$ cat config.mk
export PLATFORM = sky130hd
export DESIGN_NAME = pd_rx_detect_header_regs
export DESIGN_NICKNAME = d
export VERILOG_FILES = /design/src/pd_rxdet_pkg.sv /design/src/pd_rx_kind_gate.sv /design/src/pd_rx_detect_header_regs.sv
export SDC_FILE = /design/constraint.sdc
export NUM_CORES = 1
export LEC_CHECK = 0
export ABC_CLOCK_PERIOD_IN_PS = 4200
export BUFFER_PORTS_ARGS = -buffer_cell sky130_fd_sc_hd__buf_2
export CAP_MARGIN = 0
export CORE_AREA = 4 4 65 67
export CTS_CLUSTER_DIAMETER = 30
export DETAILED_ROUTE_END_ITERATION = 8
export DIE_AREA = 0 0 69 71
export PLACE_DENSITY = 0.85
export SYNTH_ARGS = -nofsm -noshare
export SYNTH_HDL_FRONTEND = slang
export SYNTH_HIERARCHICAL = 1
export SYNTH_SLANG_ARGS = --single-unit
$ cat constraint.sdc
create_clock -name sys_clk -period 4.2 [get_ports sys_clk]
set_input_delay 0.42 -clock sys_clk [delete_from_list [all_inputs] [get_ports sys_clk]]
set_output_delay 0.42 -clock sys_clk [all_outputs]
set_load 0.005 [all_outputs]
$ cat src/pd_rxdet_pkg.sv
`default_nettype none

package pd_rxdet_pkg;

   // ----------------------------------------------------------------
   // Register offsets
   // ----------------------------------------------------------------
   localparam logic [7:0] STD_IN_OFS    = 8'h28;
   localparam logic [7:0] STD_OUT_OFS   = 8'h29;
   localparam logic [7:0] EXT_CFG_OFS   = 8'h2a;
   localparam logic [7:0] HDR_OFS       = 8'h2e;
   localparam logic [7:0] RXEN_OFS      = 8'h2f;

   // ----------------------------------------------------------------
   // Field positions and reset values
   // ----------------------------------------------------------------
   localparam int         HDR_CABLE_POS = 4;
   localparam int         HDR_DATA_POS  = 3;
   localparam int         HDR_REV_LO    = 1;
   localparam int         HDR_POWER_POS = 0;
   localparam int         EXT_BIDIR_POS = 1;
   localparam int         RXEN_HARD_POS = 5;
   localparam int         RXEN_CBL_POS  = 6;
   localparam logic [4:0] HDR_RESET     = 5'h0d;  // cable 0, dfp 1, rev 10, source 1
   localparam logic [6:0] RXEN_RESET    = 7'h00;
   localparam logic [7:0] CAPS_VALUE    = 8'h00;
   localparam logic [1:0] REV_RESERVED  = 2'h3;

   // Frame kinds seen by the receiver, matching enable bit positions
   localparam logic [2:0] KIND_HARD     = 3'h5;
   localparam logic [2:0] KIND_CABLE    = 3'h6;

endpackage : pd_rxdet_pkg

`default_nettype wire

$ cat src/pd_rx_kind_gate.sv
`timescale 1ns/10ps
`default_nettype none

// Decides whether a received frame kind is enabled and whether it earns a reply
module pd_rx_kind_gate
(
   input  wire logic [6:0] enables,
   input  wire logic [2:0] kind,
   input  wire logic       is_goodcrc,
   output logic            accepted,
   output logic            wants_reply,
   output logic            is_reset_kind
);

   // ----------------------------------------------------------------
   // Decode
   // ----------------------------------------------------------------
   // per-kind enable
   always_comb
   begin
      accepted      = (kind <= 3'h6) && enables[kind];
      is_reset_kind = (kind == pd_rxdet_pkg::KIND_HARD) || (kind == pd_rxdet_pkg::KIND_CABLE);
      wants_reply   = accepted && !is_reset_kind && !is_goodcrc;
   end

endmodule : pd_rx_kind_gate

`default_nettype wire

$ cat src/pd_rx_detect_header_regs.sv
`timescale 1ns/10ps
`default_nettype none

module pd_rx_detect_header_regs
(
   input  wire logic       sys_clk,
   input  wire logic       sys_rst,
   input  wire logic       reg_wr,
   input  wire logic       reg_rd,
   input  wire logic [7:0] reg_addr,
   input  wire logic [7:0] reg_wdata,
   output logic      [7:0] reg_rdata,
   output logic            bus_error_pulse,
   input  wire logic       rx_done,
   input  wire logic [2:0] rx_kind,
   input  wire logic       rx_is_goodcrc,
   input  wire logic [4:0] rx_payload_len,
   input  wire logic       hard_reset_sent,
   input  wire logic       disconnect_seen,
   input  wire logic       one_more_cmd,
   input  wire logic       goodcrc_sent,
   output logic            goodcrc_request,
   output logic      [4:0] goodcrc_fields,
   output logic      [7:0] rx_byte_count,
   output logic      [6:0] rx_kind_enables
);

   // ----------------------------------------------------------------
   // State
   // ----------------------------------------------------------------
   typedef struct packed {
      logic [4:0] hdr;
      logic [6:0] rxen;
      logic [7:0] count;
      logic       one_more;
      logic       reply_one_more;
      logic       reply;
      logic [7:0] rdata;
      logic       err;
   } state_t;

   state_t st_reg;
   state_t st_next;
   logic   accepted;
   logic   wants_reply;
   logic   is_reset_kind;

   pd_rx_kind_gate u_gate
   (
      .enables       (st_reg.rxen),
      .kind          (rx_kind),
      .is_goodcrc    (rx_is_goodcrc),
      .accepted      (accepted),
      .wants_reply   (wants_reply),
      .is_reset_kind (is_reset_kind)
   );

   // Read decode used for the registered read data only
   function automatic logic [7:0] read_value(input logic [7:0] a, input logic [4:0] h,
                                             input logic [6:0] e);
      logic [7:0] v;
      v = 8'h00;
      case (a)
         pd_rxdet_pkg::STD_IN_OFS:  v = pd_rxdet_pkg::CAPS_VALUE;
         pd_rxdet_pkg::STD_OUT_OFS: v = pd_rxdet_pkg::CAPS_VALUE;
         pd_rxdet_pkg::EXT_CFG_OFS: v = 8'h00;
         pd_rxdet_pkg::HDR_OFS:     v = {3'h0, h};
         pd_rxdet_pkg::RXEN_OFS:    v = {1'b0, e};
         default:                   v = 8'h00;
      endcase
      return v;
   endfunction : read_value

   // ----------------------------------------------------------------
   // Next state
   // ----------------------------------------------------------------
   always_comb
   begin
      logic dev_clear;
      dev_clear = 1'b0;
      st_next = st_reg;
      st_next.err = 1'b0;
      st_next.reply = 1'b0;
      if (reg_rd)
      begin
         st_next.rdata = read_value(reg_addr, st_reg.hdr, st_reg.rxen);
      end
      if (reg_wr)
      begin
         // header fields, reserved revision kept as written
         if (reg_addr == pd_rxdet_pkg::HDR_OFS)
         begin
            st_next.hdr = reg_wdata[4:0];
         end
         if (reg_addr == pd_rxdet_pkg::RXEN_OFS)
         begin
            st_next.rxen = reg_wdata[6:0];
         end
         if (reg_addr == pd_rxdet_pkg::EXT_CFG_OFS && reg_wdata[pd_rxdet_pkg::EXT_BIDIR_POS])
         begin
            st_next.err = 1'b1;
         end
      end
      if (one_more_cmd)
      begin
         st_next.one_more = 1'b1;
      end
      if (rx_done && accepted)
      begin
         st_next.count = is_reset_kind ? 8'h00 : {3'h0, rx_payload_len} + 8'h01;
         st_next.reply = wants_reply;
         // A received GoodCRC must not disarm a reply still owed to one-more
         if (wants_reply)
         begin
            st_next.reply_one_more = st_reg.one_more;
         end
      end
      if (hard_reset_sent || disconnect_seen || (rx_done && accepted && is_reset_kind) ||
          (goodcrc_sent && st_reg.reply_one_more))
      begin
         dev_clear = 1'b1;
      end
      // device clear overrides same-cycle write, so no stale enable survives
      if (dev_clear)
      begin
         st_next.rxen = pd_rxdet_pkg::RXEN_RESET;
         st_next.count = 8'h00;
         st_next.one_more = 1'b0;
         st_next.reply_one_more = 1'b0;
         st_next.reply = 1'b0;
      end
      if (st_next.rxen == 7'h00)
      begin
         st_next.one_more = 1'b0;
         st_next.reply = 1'b0;
      end
   end

   // ----------------------------------------------------------------
   // Registers
   // ----------------------------------------------------------------
   always_ff @(posedge sys_clk)
   begin
      if (sys_rst)
      begin
         st_reg <= '0;
         st_reg.hdr <= pd_rxdet_pkg::HDR_RESET;
      end
      else
      begin
         st_reg <= st_next;
      end
   end

   // Outputs straight from flip-flops
   // reply fields are live header contents
   assign goodcrc_fields  = st_reg.hdr;
   assign goodcrc_request = st_reg.reply;
   assign reg_rdata       = st_reg.rdata;
   assign bus_error_pulse = st_reg.err;
   assign rx_byte_count   = st_reg.count;
   assign rx_kind_enables = st_reg.rxen;

   // ----------------------------------------------------------------
   // Checks
   // ----------------------------------------------------------------
   property p_caps_zero;
      @(posedge sys_clk) disable iff (sys_rst)
      reg_rd && (reg_addr == pd_rxdet_pkg::STD_IN_OFS || reg_addr == pd_rxdet_pkg::STD_OUT_OFS ||
                 reg_addr == pd_rxdet_pkg::EXT_CFG_OFS)
         |=> reg_rdata == 8'h00;
   endproperty
   a_caps_zero: assert property (p_caps_zero) else $error("caps read nonzero");

   property p_bidir_err;
      @(posedge sys_clk) disable iff (sys_rst)
      reg_wr && reg_addr == pd_rxdet_pkg::EXT_CFG_OFS && reg_wdata[pd_rxdet_pkg::EXT_BIDIR_POS]
         |=> bus_error_pulse;
   endproperty
   a_bidir_err: assert property (p_bidir_err) else $error("bidir write no error");

   // Back-to-back bidir writes may hold the pulse high, so tie each pulse to its cause
   property p_err_cause;
      @(posedge sys_clk) disable iff (sys_rst)
      bus_error_pulse |-> $past(reg_wr && reg_addr == pd_rxdet_pkg::EXT_CFG_OFS &&
                                reg_wdata[pd_rxdet_pkg::EXT_BIDIR_POS]);
   endproperty
   a_err_cause: assert property (p_err_cause) else $error("error pulse without cause");

   property p_hdr_reset;
      @(posedge sys_clk) $fell(sys_rst) |-> goodcrc_fields == 5'h0d;
   endproperty
   a_hdr_reset: assert property (p_hdr_reset) else $error("header reset wrong");

   property p_reset_clear;
      @(posedge sys_clk) $fell(sys_rst) |-> rx_kind_enables == pd_rxdet_pkg::RXEN_RESET &&
         rx_byte_count == 8'h00 && reg_rdata == 8'h00 && !goodcrc_request && !bus_error_pulse;
   endproperty
   a_reset_clear: assert property (p_reset_clear) else $error("reset state wrong");

   property p_hdr_write;
      @(posedge sys_clk) disable iff (sys_rst)
      reg_wr && reg_addr == 8'h2e |=> goodcrc_fields == $past(reg_wdata[4:0]);
   endproperty
   a_hdr_write: assert property (p_hdr_write) else $error("header not updated");

   property p_other_wr_keeps_hdr;
      @(posedge sys_clk) disable iff (sys_rst)
      reg_wr && reg_addr != pd_rxdet_pkg::HDR_OFS |=> goodcrc_fields == $past(goodcrc_fields);
   endproperty
   a_other_wr_keeps_hdr: assert property (p_other_wr_keeps_hdr) else $error("header disturbed");

   // Header reads back in place, upper bits clear
   property p_hdr_read;
      @(posedge sys_clk) disable iff (sys_rst)
      reg_rd && reg_addr == pd_rxdet_pkg::HDR_OFS
         |=> reg_rdata == {3'h0, $past(goodcrc_fields)};
   endproperty
   a_hdr_read: assert property (p_hdr_read) else $error("header read wrong");

   property p_no_reply_disabled;
      @(posedge sys_clk) disable iff (sys_rst)
      goodcrc_request |-> $past(rx_done) && $past(rx_kind_enables[rx_kind]) &&
         !$past(rx_is_goodcrc) && $past(rx_kind) < pd_rxdet_pkg::KIND_HARD;
   endproperty
   a_no_reply_disabled: assert property (p_no_reply_disabled) else $error("bad reply");

   property p_idle_no_reply;
      @(posedge sys_clk) disable iff (sys_rst)
      rx_kind_enables == pd_rxdet_pkg::RXEN_RESET |=> !goodcrc_request;
   endproperty
   a_idle_no_reply: assert property (p_idle_no_reply) else $error("reply while idle");

   property p_one_more_drop;
      @(posedge sys_clk) disable iff (sys_rst)
      rx_kind_enables == pd_rxdet_pkg::RXEN_RESET |-> !st_reg.one_more;
   endproperty
   a_one_more_drop: assert property (p_one_more_drop) else $error("one-more kept");

   property p_hard_clear;
      @(posedge sys_clk) disable iff (sys_rst)
      hard_reset_sent || disconnect_seen |=> rx_kind_enables == 7'h00 && rx_byte_count == 8'h00;
   endproperty
   a_hard_clear: assert property (p_hard_clear) else $error("enables not cleared");

   property p_one_more_clear;
      @(posedge sys_clk) disable iff (sys_rst)
      goodcrc_sent && st_reg.reply_one_more
         |=> rx_kind_enables == pd_rxdet_pkg::RXEN_RESET && rx_byte_count == 8'h00;
   endproperty
   a_one_more_clear: assert property (p_one_more_clear) else $error("one-more no clear");

   property p_rxen_write;
      @(posedge sys_clk) disable iff (sys_rst)
      reg_wr && reg_addr == pd_rxdet_pkg::RXEN_OFS && !hard_reset_sent && !disconnect_seen &&
      !(rx_done && accepted && is_reset_kind) && !(goodcrc_sent && st_reg.reply_one_more)
         |=> rx_kind_enables == $past(reg_wdata[6:0]);
   endproperty
   a_rxen_write: assert property (p_rxen_write) else $error("enables not written");

   // Device clear beats a manager write on the same edge
   property p_clear_wins;
      @(posedge sys_clk) disable iff (sys_rst)
      reg_wr && reg_addr == pd_rxdet_pkg::RXEN_OFS && (hard_reset_sent || disconnect_seen)
         |=> rx_kind_enables == pd_rxdet_pkg::RXEN_RESET;
   endproperty
   a_clear_wins: assert property (p_clear_wins) else $error("write beat clear");

   property p_count;
      @(posedge sys_clk) disable iff (sys_rst)
      rx_done && accepted && !is_reset_kind && !hard_reset_sent && !disconnect_seen &&
      !(goodcrc_sent && st_reg.reply_one_more)
         |=> rx_byte_count == $past(rx_payload_len) + 8'h01;
   endproperty
   a_count: assert property (p_count) else $error("byte count wrong");

   property p_rxen_top;
      @(posedge sys_clk) disable iff (sys_rst)
      reg_rd && reg_addr == 8'h2f |=> reg_rdata[7] == 1'b0;
   endproperty
   a_rxen_top: assert property (p_rxen_top) else $error("reserved bit set");

   property p_reset_rx_clear;
      @(posedge sys_clk) disable iff (sys_rst)
      rx_done && accepted && is_reset_kind |=> rx_kind_enables == 7'h00 ##1 !goodcrc_request;
   endproperty
   a_reset_rx_clear: assert property (p_reset_rx_clear) else $error("reset rx no clear");

   c_reply:   cover property (@(posedge sys_clk) goodcrc_request);
   c_err:     cover property (@(posedge sys_clk) bus_error_pulse);
   c_onemore: cover property (@(posedge sys_clk) goodcrc_sent && st_reg.reply_one_more);
   c_rst_rx:  cover property (@(posedge sys_clk) rx_done && accepted && is_reset_kind);
   c_clash:   cover property (@(posedge sys_clk) reg_wr && hard_reset_sent);

endmodule : pd_rx_detect_header_regs

`default_nettype wire

==> summary.md <==
| Metric | Value |
|---|---|
| Final clock period utilization by the worst path | `0.390` |
| H-Tree Depth | `2` |
| WP data arrival | `1.86 ns` |
| Crit end category | `flip-flop` |
| Pre-CTS setup slack | `2.30 ns` |
| Setup-failing EPs final | `0` |
| Psw | `roughly 140 uW` |
| Worst hold stages | `2` |
| Hold crit path type | `input pin to flip-flop` |
| Vias | `between 1k and 1.5k` |
| Synth area leader | `dfxtp_1` |
| Slowest CP cell | `dfxtp_1` |
| First-pass GRT wire length | `between 5000 and 6000 um` |
| Die Wd | `69 um` |
| Hold Fails Final Rpt | `0` |
| Worst setup endpoint | `rx_byte_count[5]` |
| Cell area after synthesis | `about 1600 um2` |
| Post-route ant nets | `0` |
| CP Class | `flip-flop to flip-flop` |
| Ant diodes | `0` |
| Max Slew Vio Count | `0` |
| Clk pin slew, worst setup/hold paths | `0.07 ns` |
| Vias in the first global route | `1,215` |
| R2r worst-path depth | `7` |
| Synth top area share | `0.366` |
| Design area | `1810 um2` |
| Cell count after synthesis | `roughly 170` |
| Max Fclk | `~610 MHz` |
| Worst setup SP type | `flip-flop` |
| Final Core Density | `0.498` |
| CP startpoint | `rx_kind_enables[6]` |
| RSZ-0062 raised after global routing | `no` |
| Flop pwr share | `0.500` |
| DR vias/cell | `~5.0` |
| Dpl hpwl | `about 2700 um` |
| FF-to-FF End | `rx_byte_count[5]` |
| CTS sink cnt | `29` |
| Largest net degree at the start of global routing | `15` |
| Pleak | `about 0.8 nW` |
| DR pass1 iterations | `4` |
| Final hold slack | `just over 0.3 ns` |
| Comb power frac | `0.096` |
| P_int | `413 uW` |
| Share of layout cells above drive strength 1 | `0.415` |
| Hold_buf cts | `0` |
| Crit path largest cell delay | `0.41 ns` |
| Tmin final | `between 1.5 and 2 ns` |
| TritonCTS Buffers | `5` |
| Syn avg cell area | `approximately 9.5 um2` |
| Leading post-synthesis cells by cell area | `dfxtp_1 37%, buf_4 14%, mux2i_1 7.6%` |
| Total chip power | `approximately 550 uW` |
| Fillcell total | `377` |
| Area of the core | `between 3000 and 4000 um2` |
| Clk_skew | `0.00779 ns` |
| Clk_lat worst skew | `0.28 ns` |
| Relative slew slack | `0.501` |
| Die area | `~5000 um2` |
| Pwr dens | `305 nW/um2` |
| Worst endpoint required time | `4.42 ns` |
| Placed cells | `between 200 and 250` |
| Final worst slack | `roughly 2.6 ns` |
| Worst-path cell chain | `mux2i_1 -> o211ai_2 -> o211a_1 -> nand2_1 -> nor4_1 -> a21oi_1 -> nor2_1` |
| Post-Route Setup TNS | `0 ns` |
| Fin cells | `between 200 and 300` |
| Clock root cell | `clkbuf_8` |
| YS warnings | `6` |
| Outcome | `complete, no violations` |
| 1st-iter DRT viols | `25` |
| Final nets | `between 200 and 250` |
| Most frequent cells in the layout | `59 x buf_2, 29 x dfxtp_1, 23 x nor2_1` |
| Worst Tran Pin Value | `around 0.74 ns` |
| Port Buffers | `a little under 60` |
| Total track usage | `0.142` |
| CTS tree | `yes` |
| Commonest non-fill, non-tap cell in the layout | `buf_2` |
| Initial core utilization | `0.437` |
| Post-cts sizing count | `0` |
| Final GP Congestion | `around 0.76` |
| Max_cap viols | `0` |
| Row count | `22` |
| Setup Fix Bufs, Post-CTS | `0` |
| Area taken by multi-input logic gates | `776 um2` |
| Initial antenna violation count | `0` |
| DP Area | `between 1500 and 2000 um2` |
| Worst vdd ir | `between 0.1 and 0.15 mV` |
| Drt total wl | `3400 um` |
| # IOs | `64` |
| Seq/Total Area, Yosys | `0.366` |
| Crit-path max FO | `10` |
| # DRC | `0` |
| Die Y | `a little over 70 um` |
| Sequential cell area | `581 um2` |
| DR WL/cell | `13.4 um` |
| #FFs+latches synth | `29` |
| Grt total ovfl | `0` |
| CTS max path bufs | `2` |
| FF-to-FF setup slack | `about 2.6 ns` |
| R2R Path Start | `rx_kind_enables[6]` |
| Clock network power share | `0.404` |
| Switching share of power | `0.251` |
| Area grow syn2layout | `14.0%` |
| Number of distinct library cells after synthesis | `36` |
power groups by stage:
stage / Combinational (mW) / Sequential, mW / Clock (mW)
5_1_grt: 0.0585 / 0.276 / 0.238
4_1_cts: 0.0530 / 0.276 / 0.228
3_3_place_gp: 0.0517 / 0.282 / 0
3_5_place_dp: 0.0527 / 0.282 / 0
2_1_floorplan: 0.0298 / 0.282 / 0
6_report: 0.0526 / 0.276 / 0.223
per-layer routing:
layer	global-route usage	up-vias	share of wire	routed length [um]
met3	0.0540	4	0.061	207
li1	-	637	-	-
met4	0.0586	0	0.013	44
met5	0	-	0	0
met2	0.230	36	0.49	1660
met1	0.169	599	0.44	1490
cells by family after synthesis:
kind of cell,synth area share
and+or+nand+nor,0.215
muxes,0.128
AOI/OAI and AO/OA,0.110
buffers and inverters,0.150
DFF,0.366
other,0.00236
adders and majority gates,0.00789
xor gates and xnor gates,0.0221
synth_stat cells:
| master | count |
|---|---|
| a2111o_1 | 1 |
| a211o_2 | 3 |
| a21oi_1 | 6 |
| a22oi_1 | 8 |
| a31o_1 | 1 |
| and2_1 | 1 |
| buf_2 | 1 |
| buf_4 | 29 |
| clkbuf_1 | 1 |
| conb_1 | 1 |
| dfxtp_1 | 29 |
| ha_1 | 1 |
| inv_1 | 3 |
| mux2_2 | 6 |
| mux2_4 | 1 |
| mux2i_1 | 12 |
| nand2_1 | 6 |
| nand3_1 | 5 |
| nand3b_1 | 2 |
| nand3b_2 | 1 |
| nand4bb_4 | 1 |
| nor2_1 | 23 |
| nor2b_1 | 3 |
| nor3_1 | 2 |
| nor3_2 | 2 |
| nor3_4 | 1 |
| nor3b_1 | 1 |
| nor4_1 | 5 |
| nor4_4 | 1 |
| o2111a_1 | 1 |
| o211a_1 | 1 |
| o211ai_2 | 1 |
| or2_2 | 1 |
| or4_1 | 2 |
| xnor2_1 | 2 |
| xor2_1 | 2 |
layout make-up:
type	count	area share
Clock buffer	5	0.0380
Clock inverter	3	0.00968
Tap cell	48	0.0332
Sequential cell	29	0.321
Multi-Input combinational cell	106	0.429
Timing Repair Buffer	59	0.163
Inverter	3	0.00622
how the worst min path moves through the flow:
stage	endpoint	startpoint
after floorplan	reg_rdata[5]	reg_rdata[5]
after global placement	reg_rdata[6]	reg_rdata[6]
after detailed placement	reg_rdata[6]	reg_rdata[6]
after CTS	bus_error_pulse	reg_addr[6]
after global routing	bus_error_pulse	reg_addr[6]
final	bus_error_pulse	reg_addr[6]
worst max-delay path: cells and delay by family, from the launching register on:
kind | cells | cell delay, ns
AO/OA/AOI/OAI | 3 | 0.45
flip-flops | 1 | 0.41
AND/OR/NAND/NOR | 3 | 0.59
multiplexers | 1 | 0.11
Power figures use the tool's default switching activity.
